===== config.mk =====
export PLATFORM = sky130hd
export DESIGN_NAME = rtx_cfg_bank
export DESIGN_NICKNAME = d
export VERILOG_FILES = /design/src/hw/rtx_pkg.sv /design/src/hw/rtx_cfg_bank.sv
export SDC_FILE = /design/constraint.sdc
export NUM_CORES = 1
export LEC_CHECK = 0
export ABC_CLOCK_PERIOD_IN_PS = 3300
export BUFFER_PORTS_ARGS = -buffer_cell sky130_fd_sc_hd__buf_4
export CAP_MARGIN = 20
export CORE_ASPECT_RATIO = 1.25
export CORE_UTILIZATION = 45
export DETAILED_ROUTE_END_ITERATION = 12
export GPL_TIMING_DRIVEN = 1
export HOLD_SLACK_MARGIN = 0.08
export PLACE_DENSITY = 0.81
export SYNTH_ARGS = -nofsm -noshare
export SYNTH_HDL_FRONTEND = slang
export SYNTH_SLANG_ARGS = --single-unit

===== constraint.sdc =====
create_clock -name clk -period 3.3 [get_ports clk]
set_input_delay 0.99 -clock clk [delete_from_list [all_inputs] [get_ports clk]]
set_output_delay 0.99 -clock clk [all_outputs]
set_load 0.01 [all_outputs]

===== src/hw/rtx_pkg.sv =====
// Function
// - Bit 7 inverts second driver output
// - Bit 6 inverts first driver output
// - Bit 3 enables both driver outputs
// - Output stage mode field; unsupported codes avoided
// - Two-bit carrier amplitude reduction select
// - Five-bit residual carrier percentage field
// - Overshoot length B in carrier cycles
// - Carrier maximum overrides amplitude reduction
// - Invert modulation after source select
// - Modulation source: none, envelope, serial
// - Overshoot length A for first timer
// - Load current factory trim field
// - CRC preset code selects start value
// - CRC kind: five, eight, sixteen bit
// - Preset code six uses user value
// - Invert computed CRC before appending
// - Append CRC when enabled
package rtx_pkg;

  // Register offsets
  localparam logic [7:0] ADDR_DRV_MODE = 8'h28;
  localparam logic [7:0] ADDR_AMP = 8'h29;
  localparam logic [7:0] ADDR_TX_CTRL = 8'h2a;
  localparam logic [7:0] ADDR_LOAD = 8'h2b;
  localparam logic [7:0] ADDR_CRC_CFG = 8'h2c;

  // Writable bit masks; reserved bits are zero
  localparam logic [7:0] MASK_DRV_MODE = 8'hcf;
  localparam logic [7:0] MASK_AMP = 8'hdf;
  localparam logic [7:0] MASK_TX_CTRL = 8'hff;
  localparam logic [7:0] MASK_LOAD = 8'hff;
  localparam logic [7:0] MASK_CRC_CFG = 8'h7f;

  // Reset values
  localparam logic [7:0] RST_REG = 8'h00;

  // Field positions
  localparam int DRV_INV_B_BIT = 7;
  localparam int DRV_INV_A_BIT = 6;
  localparam int DRV_EN_BIT = 3;
  localparam int CWMAX_BIT = 3;
  localparam int MOD_INV_BIT = 2;
  localparam int CRC_INV_BIT = 1;
  localparam int CRC_APPEND_BIT = 0;

  // Output stage codes (011 and 110 unsupported)
  typedef enum logic [2:0] {
    STAGE_OPEN_DRAIN = 3'h0,
    STAGE_PUSH_PULL = 3'h1,
    STAGE_HIGH_Z = 3'h2,
    STAGE_BAD_A = 3'h3,
    STAGE_FIX_LOW = 3'h4,
    STAGE_FIX_HIGH = 3'h5,
    STAGE_BAD_B = 3'h6,
    STAGE_PUSH_PULL_B = 3'h7
  } rtx_stage_type;

  // Modulation sources
  typedef enum logic [1:0] {
    MOD_NONE = 2'h0,
    MOD_ENVELOPE = 2'h1,
    MOD_SERIAL = 2'h2,
    MOD_RESERVED = 2'h3
  } rtx_mod_src_type;

  // CRC kinds
  typedef enum logic [1:0] {
    CRC_KIND_5 = 2'h0,
    CRC_KIND_8 = 2'h1,
    CRC_KIND_16 = 2'h2,
    CRC_KIND_RES = 2'h3
  } rtx_crc_kind_type;

  // Preset codes of interest
  localparam logic [2:0] PRESET_USER = 3'h6;

  // Preset constants, by code 0..3 and 7; CRC5 has codes 0, 1 and 7 only
  localparam logic [15:0] CRC16_P0 = 16'h0000;
  localparam logic [15:0] CRC16_P1 = 16'h6363;
  localparam logic [15:0] CRC16_P2 = 16'ha671;
  localparam logic [15:0] CRC16_P3 = 16'hfffe;
  localparam logic [15:0] CRC16_P7 = 16'hffff;
  localparam logic [7:0] CRC8_P0 = 8'h00;
  localparam logic [7:0] CRC8_P1 = 8'h12;
  localparam logic [7:0] CRC8_P2 = 8'hbf;
  localparam logic [7:0] CRC8_P3 = 8'hfd;
  localparam logic [7:0] CRC8_P7 = 8'hff;
  localparam logic [4:0] CRC5_P0 = 5'h00;
  localparam logic [4:0] CRC5_P1 = 5'h12;
  localparam logic [4:0] CRC5_P7 = 5'h1f;

  // Register state
  typedef struct packed {
    logic [7:0] drv_mode;
    logic [7:0] amp;
    logic [7:0] tx_ctrl;
    logic [7:0] load;
    logic [7:0] crc_cfg;
    logic [7:0] rdata;
  } rtx_state_type;

  // Decoded transmitter settings
  typedef struct packed {
    logic drivers_enable;
    logic [2:0] output_stage_select;
    logic [1:0] carrier_reduction_sel;
    logic [4:0] residual_carrier;
    logic [3:0] overshoot_len_a;
    logic [3:0] overshoot_len_b;
    logic [3:0] load_current_trim;
  } rtx_tx_cfg_type;

  // Decoded CRC settings
  typedef struct packed {
    logic [1:0] crc_kind_sel;
    logic [15:0] crc_start;
    logic crc_output_invert;
    logic crc_append_enable;
  } rtx_crc_cfg_type;

endpackage : rtx_pkg


===== src/hw/rtx_cfg_bank.sv =====
// Strobed register access is this design's own decision.
`timescale 1ns/1ps
`default_nettype none
module rtx_cfg_bank (
  input wire logic clk, // 20 MHz system clock
  input wire logic reset, // Synchronous, active high
  input wire logic clk_en, // Freezes all state when low
  input wire logic [7:0] addr, // Register address
  input wire logic [7:0] wdata, // Write data
  input wire logic wr_stb, // Write strobe
  input wire logic rd_stb, // Read strobe
  output logic [7:0] rdata, // Read data, cycle after strobe
  input wire logic internal_envelope, // Internal transmit envelope
  input wire logic external_serial_input, // Pin, synchronised here
  input wire logic [15:0] user_crc16, // Stored user preset
  input wire logic [7:0] user_crc8, // Stored user preset
  input wire logic [4:0] user_crc5, // Stored user preset
  output logic driver_out_a, // First driver modulation level
  output logic driver_out_b, // Second driver modulation level
  output logic carrier_max, // Carrier at full amplitude
  output rtx_pkg::rtx_tx_cfg_type tx_cfg, // Transmitter settings
  output rtx_pkg::rtx_crc_cfg_type crc_cfg, // CRC generator settings
  input wire logic [15:0] crc_value, // Computed CRC from generator
  output logic [15:0] crc_send // CRC as it goes on the frame
);

  ////////////////////////////////////////////////////////////////////////////
  // State
  rtx_pkg::rtx_state_type st_q; // Config registers and read data
  rtx_pkg::rtx_state_type st_d; // Next value
  logic [1:0] ser_sync_q; // Serial pin synchroniser
  logic mod_q; // Registered modulation level
  logic mod_d; // Next modulation level
  logic [1:0] drv_q; // Registered driver levels
  logic [1:0] drv_d; // Next driver levels
  logic [15:0] crc_send_q; // Registered outgoing CRC
  logic [15:0] crc_send_d; // Next outgoing CRC

  // Masked write helper, used for every register
  function automatic logic [7:0] mwrite(input logic [7:0] v,
                                        input logic [7:0] m);
    mwrite = v & m;
  endfunction : mwrite

  ////////////////////////////////////////////////////////////////////////////
  // Register write and read path
  always_comb begin
    st_d = st_q;
    st_d.rdata = 8'h00; // Read data valid one cycle only
    if (wr_stb) begin
      unique case (addr)
        rtx_pkg::ADDR_DRV_MODE: begin
          st_d.drv_mode = mwrite(wdata, rtx_pkg::MASK_DRV_MODE);
        end
        rtx_pkg::ADDR_AMP: begin
          st_d.amp = mwrite(wdata, rtx_pkg::MASK_AMP);
        end
        rtx_pkg::ADDR_TX_CTRL: begin
          st_d.tx_ctrl = mwrite(wdata, rtx_pkg::MASK_TX_CTRL);
        end
        rtx_pkg::ADDR_LOAD: begin
          st_d.load = mwrite(wdata, rtx_pkg::MASK_LOAD);
        end
        rtx_pkg::ADDR_CRC_CFG: begin
          st_d.crc_cfg = mwrite(wdata, rtx_pkg::MASK_CRC_CFG);
        end
        default: begin
          // Unmapped writes are dropped
        end
      endcase
    end
    if (rd_stb) begin
      unique case (addr)
        rtx_pkg::ADDR_DRV_MODE: st_d.rdata = st_q.drv_mode;
        rtx_pkg::ADDR_AMP: st_d.rdata = st_q.amp;
        rtx_pkg::ADDR_TX_CTRL: st_d.rdata = st_q.tx_ctrl;
        rtx_pkg::ADDR_LOAD: st_d.rdata = st_q.load;
        rtx_pkg::ADDR_CRC_CFG: st_d.rdata = st_q.crc_cfg;
        default: st_d.rdata = 8'h00; // Unmapped reads give zero
      endcase
    end
  end

  ////////////////////////////////////////////////////////////////////////////
  // Field decode
  always_comb begin
    tx_cfg.drivers_enable = st_q.drv_mode[rtx_pkg::DRV_EN_BIT];
    tx_cfg.output_stage_select = st_q.drv_mode[2:0];
    tx_cfg.carrier_reduction_sel = st_q.amp[7:6];
    tx_cfg.residual_carrier = st_q.amp[4:0];
    tx_cfg.overshoot_len_b = st_q.tx_ctrl[7:4];
    tx_cfg.overshoot_len_a = st_q.load[7:4];
    tx_cfg.load_current_trim = st_q.load[3:0];
    crc_cfg.crc_kind_sel = st_q.crc_cfg[3:2];
    crc_cfg.crc_output_invert = st_q.crc_cfg[rtx_pkg::CRC_INV_BIT];
    crc_cfg.crc_append_enable = st_q.crc_cfg[rtx_pkg::CRC_APPEND_BIT];
    crc_cfg.crc_start = crc_start(st_q.crc_cfg[6:4], st_q.crc_cfg[3:2]);
  end

  // Start value lookup; undefined codes fall back to zero
  function automatic logic [15:0] crc_start(input logic [2:0] code,
                                            input logic [1:0] kind);
    crc_start = 16'h0000;
    unique case (kind)
      rtx_pkg::CRC_KIND_16: begin
        unique case (code)
          3'h0: crc_start = rtx_pkg::CRC16_P0;
          3'h1: crc_start = rtx_pkg::CRC16_P1;
          3'h2: crc_start = rtx_pkg::CRC16_P2;
          3'h3: crc_start = rtx_pkg::CRC16_P3;
          rtx_pkg::PRESET_USER: crc_start = user_crc16;
          3'h7: crc_start = rtx_pkg::CRC16_P7;
          default: crc_start = 16'h0000;
        endcase
      end
      rtx_pkg::CRC_KIND_8: begin
        unique case (code)
          3'h0: crc_start = {8'h00, rtx_pkg::CRC8_P0};
          3'h1: crc_start = {8'h00, rtx_pkg::CRC8_P1};
          3'h2: crc_start = {8'h00, rtx_pkg::CRC8_P2};
          3'h3: crc_start = {8'h00, rtx_pkg::CRC8_P3};
          rtx_pkg::PRESET_USER: crc_start = {8'h00, user_crc8};
          3'h7: crc_start = {8'h00, rtx_pkg::CRC8_P7};
          default: crc_start = 16'h0000;
        endcase
      end
      rtx_pkg::CRC_KIND_5: begin
        unique case (code)
          3'h0: crc_start = {11'h000, rtx_pkg::CRC5_P0};
          3'h1: crc_start = {11'h000, rtx_pkg::CRC5_P1};
          rtx_pkg::PRESET_USER: crc_start = {11'h000, user_crc5};
          3'h7: crc_start = {11'h000, rtx_pkg::CRC5_P7};
          default: crc_start = 16'h0000;
        endcase
      end
      default: crc_start = 16'h0000; // Reserved kind
    endcase
  endfunction : crc_start

  ////////////////////////////////////////////////////////////////////////////
  // Modulation path: source select, invert, per-driver invert
  always_comb begin
    logic src;
    logic [15:0] kmask;
    src = 1'b0;
    kmask = 16'h0000;
    unique case (rtx_pkg::rtx_mod_src_type'(st_q.tx_ctrl[1:0]))
      rtx_pkg::MOD_NONE: src = 1'b0;
      rtx_pkg::MOD_ENVELOPE: src = internal_envelope;
      rtx_pkg::MOD_SERIAL: src = ser_sync_q[1];
      default: src = 1'b0; // Reserved code gives no modulation
    endcase
    mod_d = src ^ st_q.tx_ctrl[rtx_pkg::MOD_INV_BIT];
    // Disabled drivers rest low; fixed-level stages override
    if (!st_q.drv_mode[rtx_pkg::DRV_EN_BIT]) begin
      drv_d = 2'b00;
    end else begin
      unique case (rtx_pkg::rtx_stage_type'(st_q.drv_mode[2:0]))
        rtx_pkg::STAGE_FIX_LOW: drv_d = 2'b00;
        rtx_pkg::STAGE_FIX_HIGH: drv_d = 2'b11;
        rtx_pkg::STAGE_HIGH_Z: drv_d = 2'b00;
        default: begin
          drv_d[0] = mod_q ^ st_q.drv_mode[rtx_pkg::DRV_INV_A_BIT];
          drv_d[1] = mod_q ^ st_q.drv_mode[rtx_pkg::DRV_INV_B_BIT];
        end
      endcase
    end
    // CRC width mask for inversion
    unique case (st_q.crc_cfg[3:2])
      rtx_pkg::CRC_KIND_16: kmask = 16'hffff;
      rtx_pkg::CRC_KIND_8: kmask = 16'h00ff;
      rtx_pkg::CRC_KIND_5: kmask = 16'h001f;
      default: kmask = 16'h0000;
    endcase
    if (!st_q.crc_cfg[rtx_pkg::CRC_APPEND_BIT]) begin
      crc_send_d = 16'h0000;
    end else if (st_q.crc_cfg[rtx_pkg::CRC_INV_BIT]) begin
      crc_send_d = (~crc_value) & kmask;
    end else begin
      crc_send_d = crc_value & kmask;
    end
  end

  ////////////////////////////////////////////////////////////////////////////
  // Registers; clock enable freezes everything
  always_ff @(posedge clk) begin
    if (reset) begin
      st_q <= '{drv_mode: rtx_pkg::RST_REG, amp: rtx_pkg::RST_REG,
                tx_ctrl: rtx_pkg::RST_REG, load: rtx_pkg::RST_REG,
                crc_cfg: rtx_pkg::RST_REG, rdata: rtx_pkg::RST_REG};
      ser_sync_q <= 2'b00;
      mod_q <= 1'b0;
      drv_q <= 2'b00;
      crc_send_q <= 16'h0000;
    end else if (clk_en) begin
      st_q <= st_d;
      ser_sync_q <= {ser_sync_q[0], external_serial_input};
      mod_q <= mod_d;
      drv_q <= drv_d;
      crc_send_q <= crc_send_d;
    end
  end

  // Outputs
  assign rdata = st_q.rdata;
  assign driver_out_a = drv_q[0];
  assign driver_out_b = drv_q[1];
  assign carrier_max = st_q.tx_ctrl[rtx_pkg::CWMAX_BIT];
  assign crc_send = crc_send_q;

endmodule : rtx_cfg_bank
`default_nettype wire


==> out/qor.log, run 1 <==
qor: critical_path.crit_path_max_fanout 14
qor: worst_hold_path.worstHoldPathType flop to flop
qor: critical_path.timing.reg2reg.setup_slack 1810 ps
qor: routing.detail_route.wirelength 9900 um
qor: timing.finalHoldViolCount 0
qor: place.placed_standard_cell_area 4530 um^2
qor: place.routabilityCongestion 0.824
qor: floorplan.initial_utilization 47.2%
qor: logic_synthesis.synth_cells 438
qor: routing.route.detailed.vias_per_inst 5.41
qor: place.place_inst 612
qor: floorplan.placement_rows 36
qor: routing.detailroute.via_count 3398
qor: logic_synthesis.syn_nets 513
qor: clocking.max-clock-path-buffers 2
qor: pwr.report.power.total 1.75 mW
qor: logic_synthesis.fraction_of_registers_with_async_set_reset 0%
qor: final_layout.stdcell_count 628
qor: logic_synthesis.synth_area_leader_cell sky130_fd_sc_hd__dfxtp_1
qor: pwr.p_per_cell_area 366 nW/um^2
qor: critical_path.timing_worst_setup_path_type flop to output pin
qor: timing.fin_crit 3190 ps
qor: critical_path.worst_setup_path_end_kind output pin
qor: timing.post-route-period-util 96.8%
qor: clocking.numCtsBuffers 9
qor: global_routing.grt_pass1_wl 15700 um
qor: global_routing.antenna_found_initial 0
qor: timing.rsz0062_at_grt false
qor: logic_synthesis.ys_types 48
qor: pwr.power.ir.vdd_worst 267 uV
qor: logic_synthesis.postSynthAreaPerCell 8.54 um^2
qor: timing.fin_worst_skew 11.9 ps
qor: final_layout.area_growth_syn_to_layout 28.0%
qor: clocking.tritoncts_clock_tree yes
qor: place.portBuffers 137
qor: routing.wl_per_cell 15.8 um
qor: global_routing.via_count_of_the_first_global_routing_pass 3267
qor: floorplan.floorplan.die.width 83.5 um
qor: routing.drc 0
qor: routing.drt_iter0_drc 106
qor: logic_synthesis.ys.warnings.count 0
qor: logic_synthesis.postSynth.topFlopCell sky130_fd_sc_hd__dfxtp_1
qor: clocking.clkLatencyLatePin 340 ps
qor: timing.max_slew_margin 58.8%
qor: logic_synthesis.yosys_register_bits 65
qor: pwr.leakage 2.37 nW
qor: timing.slew_limit_fails 0
qor: floorplan.die_outline_area 8680 um^2
qor: logic_synthesis.yosys-top-cells-count sky130_fd_sc_hd__nor2_1, sky130_fd_sc_hd__dfxtp_1, sky130_fd_sc_hd__mux2i_1
qor: floorplan.fp.dieH 104 um
qor: logic_synthesis.netlist_top_cells_area sky130_fd_sc_hd__dfxtp_1, sky130_fd_sc_hd__mux2i_1, sky130_fd_sc_hd__buf_4, sky130_fd_sc_hd__nor2_1, sky130_fd_sc_hd__a21oi_1
qor: final_layout.design_area 4790 um^2
qor: global_routing.grt_overflow 0
qor: place.detailedPlacementHpwl 7280 um
qor: routing.postRouteAntennaNets 0
qor: floorplan.top_ports 138
qor: logic_synthesis.synth-seq-area-share 34.8%
qor: critical_path.timing.critical_path.arrival 2200 ps
qor: clocking.worst_setup_hold_path_clk_slew 70 ps
qor: critical_path.setup.worst_path.start_class flop
qor: clocking.cts_max_level 3
qor: timing.setup-tns-final 0 ps
qor: logic_synthesis.syn_area 3740 um^2
qor: logic_synthesis.synth_top_area_share 34.8%
qor: logic_synthesis.cell_with_the_most_instances_after_synthesis sky130_fd_sc_hd__nor2_1
qor: outcome.status completed
qor: final_layout.antenna-diode-count 0
qor: final_layout.finalNetCount 603
qor: clocking.root_buf_cell sky130_fd_sc_hd__clkbuf_8
qor: final_layout.drive_above_1_share 33.2%
qor: job.max-cap-violations 0
qor: floorplan.floorplan.core_area 7930 um^2
qor: clocking.postCtsHoldBufs 0
qor: global_routing.globalRouteTotalUtil 22.3%
qor: global_routing.largest_net_degree_at_the_start_of_global_routing 42
qor: timing.worstMarginPinSlew 617 ps
qor: routing.first_pass_detailed_route_iteration_total 5
qor: clocking.numClockSinks 65
qor: timing.setup_viol_count_final 0
qor: timing.achievable-frequency 313 MHz
qor: critical_path.critical_path_required 2310 ps
qor: logic_synthesis.synth-edff-count 0
-- repair_timing --
| item | 4_1_cts | 5_1_grt |
|---|---|---|
| buffers inserted | 0 | 0 |
| resized for setup | 0 | 1 |
| setup endpoints to repair | 0 | 1 |
-- sequential cells by signal, indices dropped and copies added, names as in the netlist --
name         flops
tx_cfg          23
crc_send        16
rdata            8
st_q             8
crc_cfg          4
drv_q            2
ser_sync_q       2
carrier_max      1
mod_q            1
-- where the power goes --
group | internal [mW] | switching [mW] | leakage (nW) | total (mW)
clock | 0.525 | 0.316 | 0.127 | 0.841
combinational | 0.0673 | 0.0591 | 1.72 | 0.126
sequential | 0.786 | 0.00150 | 0.524 | 0.787
-- final timing paths --
kind	from	to	depth (start not counted)
setup / recovery	st_q[12]	crc_cfg[7]	4
hold / removal	rdata[4]	rdata[4]	2
setup reg to reg	crc_cfg[19]	crc_send[2]	4
hold reg to reg	rdata[4]	rdata[4]	2
-- area by class of cell --
cell class / count / area, um^2
fillers: 711 / 3140
multi-input cells: 300 / 2010
flip-flops and latches: 65 / 1300
repair buffers: 142 / 1070
clock buffers: 10 / 138
well taps: 95 / 119
clock inverters: 6 / 113
inverters: 10 / 37.5
-- logic make-up (layout without fill, tap and decap cells) --
logic type	Yosys count	after routing	synth area share, %
and+or+nand+nor	131	131	18.1
AOI/OAI and AO/OA	94	94	15.3
buffers and inverters	73	168	11.4
DFF	65	65	34.8
muxes	48	48	13.4
xor gates and xnor gates	20	20	4.68
adders and majority gates	7	7	2.34
-- placed cells by master (no fill, tap or decap), drive strengths merged, types with 2 or more instances in the layout --
cell and count:
o211ai 3, nor2b 18, nand3 3, a2111oi 2, o21a 2, a22oi 8
and3 4, inv 10, dfxtp 65, clkinv 3, nor2 71, nand2 14
nand2b 6, a32oi 5, and4b 2, mux2 7, buf 142, o211a 2
ha 7, a21oi 35, a31o 2, o21ai 28, bufinv 3, nor3b 2
nand4 2, xor2 19, and2 2, nand3b 3, clkbuf 10, mux2i 40
-- metal layers --
layer / global-route usage (%) / routed length, um / vias up
li1: - / - / 1649
met1: 27.1 / 4000 / 1589
met2: 39.5 / 5070 / 145
met3: 3.97 / 679 / 15
met4: 7.51 / 155 / 0
met5: 0 / 0 / -
-- per-stage QoR --
stage	hold WS, ps	utilization, %	setup WS [ps]
6_report	469	60.4	107
5_1_grt	497	60.4	42.1
4_1_cts	466	60.4	147
3_5_place_dp	455	57.2	469
3_3_place_gp	450	57.2	508
2_1_floorplan	423	-	510
-- worst max-delay path, stage by stage, from the launching register on --
cell and delay, ps:
sky130_fd_sc_hd__dfxtp_1 630, sky130_fd_sc_hd__nand2b_1 360, sky130_fd_sc_hd__o21ai_0 150, sky130_fd_sc_hd__a2111oi_0 530
sky130_fd_sc_hd__buf_4 210
Power figures use the tool's default switching activity.
==> run 2, diff against run 1 <==
Settings changed: ABC_CLOCK_PERIOD_IN_PS 3300 to 3810.
Clock period 3.3 ns to 3.81 ns, I/O delays scaled along.
==> out/qor.log, run 2 (synthesized netlist as in run 1, its figures left out) <==
qor: clocking.worst_setup_hold_path_clk_slew 70 ps [about the same]
qor: outcome.status completed [unchanged]
qor: routing.first_pass_detailed_route_iteration_total 4 [was 5]
qor: routing.detail_route.wirelength 9650 um [was 9900 um]
qor: critical_path.crit_path_start st_q[14] [was st_q[12]]
qor: final_layout.finalNetCount 600 [was 603]
qor: timing.fin_worst_skew 7.67 ps [was 11.9 ps]
qor: place.portBuffers 137 [unchanged]
qor: worst_hold_path.hold_start rdata[4] [unchanged]
qor: critical_path.timing.critical_path.arrival 2230 ps [was 2200 ps]
qor: critical_path.worst_setup_path_end_kind output pin [unchanged]
qor: critical_path.cp.buffers_inverters 2 [was 1]
qor: global_routing.via_count_of_the_first_global_routing_pass 3248 [was 3267]
qor: clocking.post_cts_resized 0 [unchanged]
qor: final_layout.number_of_flip_flops_in_the_largest_register 23 [unchanged]
qor: critical_path.rr_endpoint crc_send[0] [was crc_send[2]]
qor: timing.fin_crit 3370 ps
qor: pwr.leakage 2.34 nW [was 2.37 nW]
qor: final_layout.antenna-diode-count 0 [unchanged]
qor: timing.worst_hold_slack 472 ps [was 469 ps]
qor: clocking.root_buf_cell sky130_fd_sc_hd__clkbuf_8 [unchanged]
qor: floorplan.floorplan.die.width 83.5 um [unchanged]
qor: critical_path.critical_path_required 2670 ps [was 2310 ps]
qor: global_routing.grt_pass1_wl 15800 um [was 15700 um]
qor: pwr.report.power.total 1.43 mW [was 1.75 mW]
qor: place.routabilityCongestion 0.834 [was 0.824]
qor: critical_path.setup.worst_path.end crc_cfg[7] [unchanged]
qor: clocking.postCtsHoldBufs 0 [unchanged]
qor: pwr.p_per_cell_area 303 nW/um^2 [was 366 nW/um^2]
qor: global_routing.globalRouteTotalUtil 22.4% [was 22.3%]
qor: worst_hold_path.worstHoldPathType flop to flop [unchanged]
qor: clocking.post-cts-setup-buffers 0 [unchanged]
qor: floorplan.die_outline_area 8680 um^2 [unchanged]
qor: timing.rsz0062_at_grt false [unchanged]
qor: place.detailedPlacementHpwl 7100 um [was 7280 um]
qor: timing.finalHoldViolCount 0 [unchanged]
qor: routing.drc 0 [unchanged]
qor: clocking.clkLatencyLatePin 340 ps [about the same]
qor: floorplan.fp.dieH 104 um [unchanged]
qor: floorplan.top_ports 138 [unchanged]
qor: final_layout.layout.cells.most_common_list sky130_fd_sc_hd__buf_4, sky130_fd_sc_hd__nor2_1, sky130_fd_sc_hd__dfxtp_1, sky130_fd_sc_hd__mux2i_1, sky130_fd_sc_hd__a21oi_1 [unchanged]
qor: clocking.numClockSinks 65 [unchanged]
qor: floorplan.placement_rows 36 [unchanged]
qor: clocking.cts_max_level 3 [unchanged]
qor: routing.wl_per_cell 15.4 um [was 15.8 um]
qor: critical_path.critical_path_depth 5 [was 4]
qor: floorplan.initial_utilization 47.2% [unchanged]
qor: floorplan.floorplan.core_area 7930 um^2 [unchanged]
qor: timing.post-route-period-util 88.6%
qor: routing.postRouteAntennaNets 0 [unchanged]
qor: timing.worstMarginPinSlew 631 ps [was 617 ps]
qor: timing.slew_limit_fails 0 [unchanged]
qor: critical_path.cells_along_the_critical_path clkinv_1 -> a221o_1 -> a21oi_1 -> a2111oi_0 -> buf_4 [was nand2b_1 -> o21ai_0 -> a2111oi_0 -> buf_4]
qor: global_routing.grt_overflow 0 [unchanged]
qor: timing.setup-tns-final 0 ps [unchanged]
qor: timing.setup_viol_count_final 0 [unchanged]
qor: critical_path.critical_path.max_stage_delay 710 ps [was 630 ps]
qor: critical_path.timing.reg2reg.setup_slack 2340 ps [was 1810 ps]
qor: final_layout.fillCellCount 717 [was 711]
qor: final_layout.layout.cells.most_common sky130_fd_sc_hd__buf_4 [unchanged]
qor: critical_path.crit_path_top_delay_cell sky130_fd_sc_hd__dfxtp_1 [unchanged]
qor: timing.max_slew_margin 57.9% [was 58.8%]
qor: critical_path.timing_worst_setup_path_type flop to output pin [unchanged]
qor: critical_path.crit_path_max_fanout 19 [was 14]
qor: pwr.power.ir.vdd_worst 225 uV [was 267 uV]
qor: job.max-cap-violations 0 [unchanged]
qor: clocking.numCtsBuffers 9 [unchanged]
qor: critical_path.crit-reg2reg-launch crc_cfg[19] [unchanged]
qor: routing.route.detailed.vias_per_inst 5.38 [was 5.41]
qor: clocking.tritoncts_clock_tree yes [unchanged]
qor: critical_path.reg2reg_depth 4 [unchanged]
qor: critical_path.timing.critical_path.max_delay_family flip-flops [was compound AO/OA/AOI/OAI gates]
qor: routing.drt_iter0_drc 151 [was 106]
qor: timing.achievable-frequency 296 MHz
qor: global_routing.largest_net_degree_at_the_start_of_global_routing 60 [was 42]
qor: routing.detailroute.via_count 3364 [was 3398]
qor: final_layout.area_growth_syn_to_layout 26.5% [was 28.0%]
qor: final_layout.drive_above_1_share 32.5% [was 33.2%]
qor: clocking.max-clock-path-buffers 2 [unchanged]
qor: global_routing.antenna_found_initial 0 [unchanged]
qor: critical_path.setup.worst_path.start_class flop [unchanged]
run 2: how the worst min path moves through the flow:
stage	endpoint	slack, ps	depth (start not counted)
floorplan	rdata[4]	420	2
global placement	rdata[4]	450	2
detailed placement	rdata[6]	470	2
CTS	rdata[4]	480	2
global route	rdata[4]	500	2
finish	rdata[4]	470	2
run 2: power by group:
part | switching (mW) | internal, mW
Sequential | 0.00137 | 0.681
Clock | 0.259 | 0.385
Combinational | 0.0504 | 0.0569
Total | 0.311 | 1.12
run 2: through the flow:
step                      setup slack, ps  utilization (%)  instances  area [um^2]
after global routing                  277             59.7        625         4730
after global placement                694             56.9        609         4510
after detailed placement              658             56.9        609         4510
after floorplan                       714                -        438         3740
after CTS                             447             59.7        625         4730
final                                 435             59.7        625         4730
run 2: layout make-up:
class / count / area (um^2) / share of cell area [%]
multi-input cells: 300 / 2010 / 42.5
well taps: 95 / 119 / 2.51
repair buffers: 139 / 1040 / 22.1
clock buffers: 11 / 141 / 2.99
clock inverters: 5 / 78.8 / 1.67
inverters: 10 / 37.5 / 0.793
flip-flops and latches: 65 / 1300 / 27.5
run 2: worst min-delay path, delay by kind of cell (launching register included):
| family | cells | cell delay [ps] |
|---|---|---|
| AND/OR/NAND/NOR | 2 | 100 |
| flip-flops | 1 | 330 |
run 2: per-layer routing:
metal  vias up  track usage, %  share of wire (%)
met4         0            8.60                2.4
met5         -               0                  0
met3        18            4.92                6.7
li1       1643               -                  -
met1      1564            27.5                 41
met2       139            38.2                 50
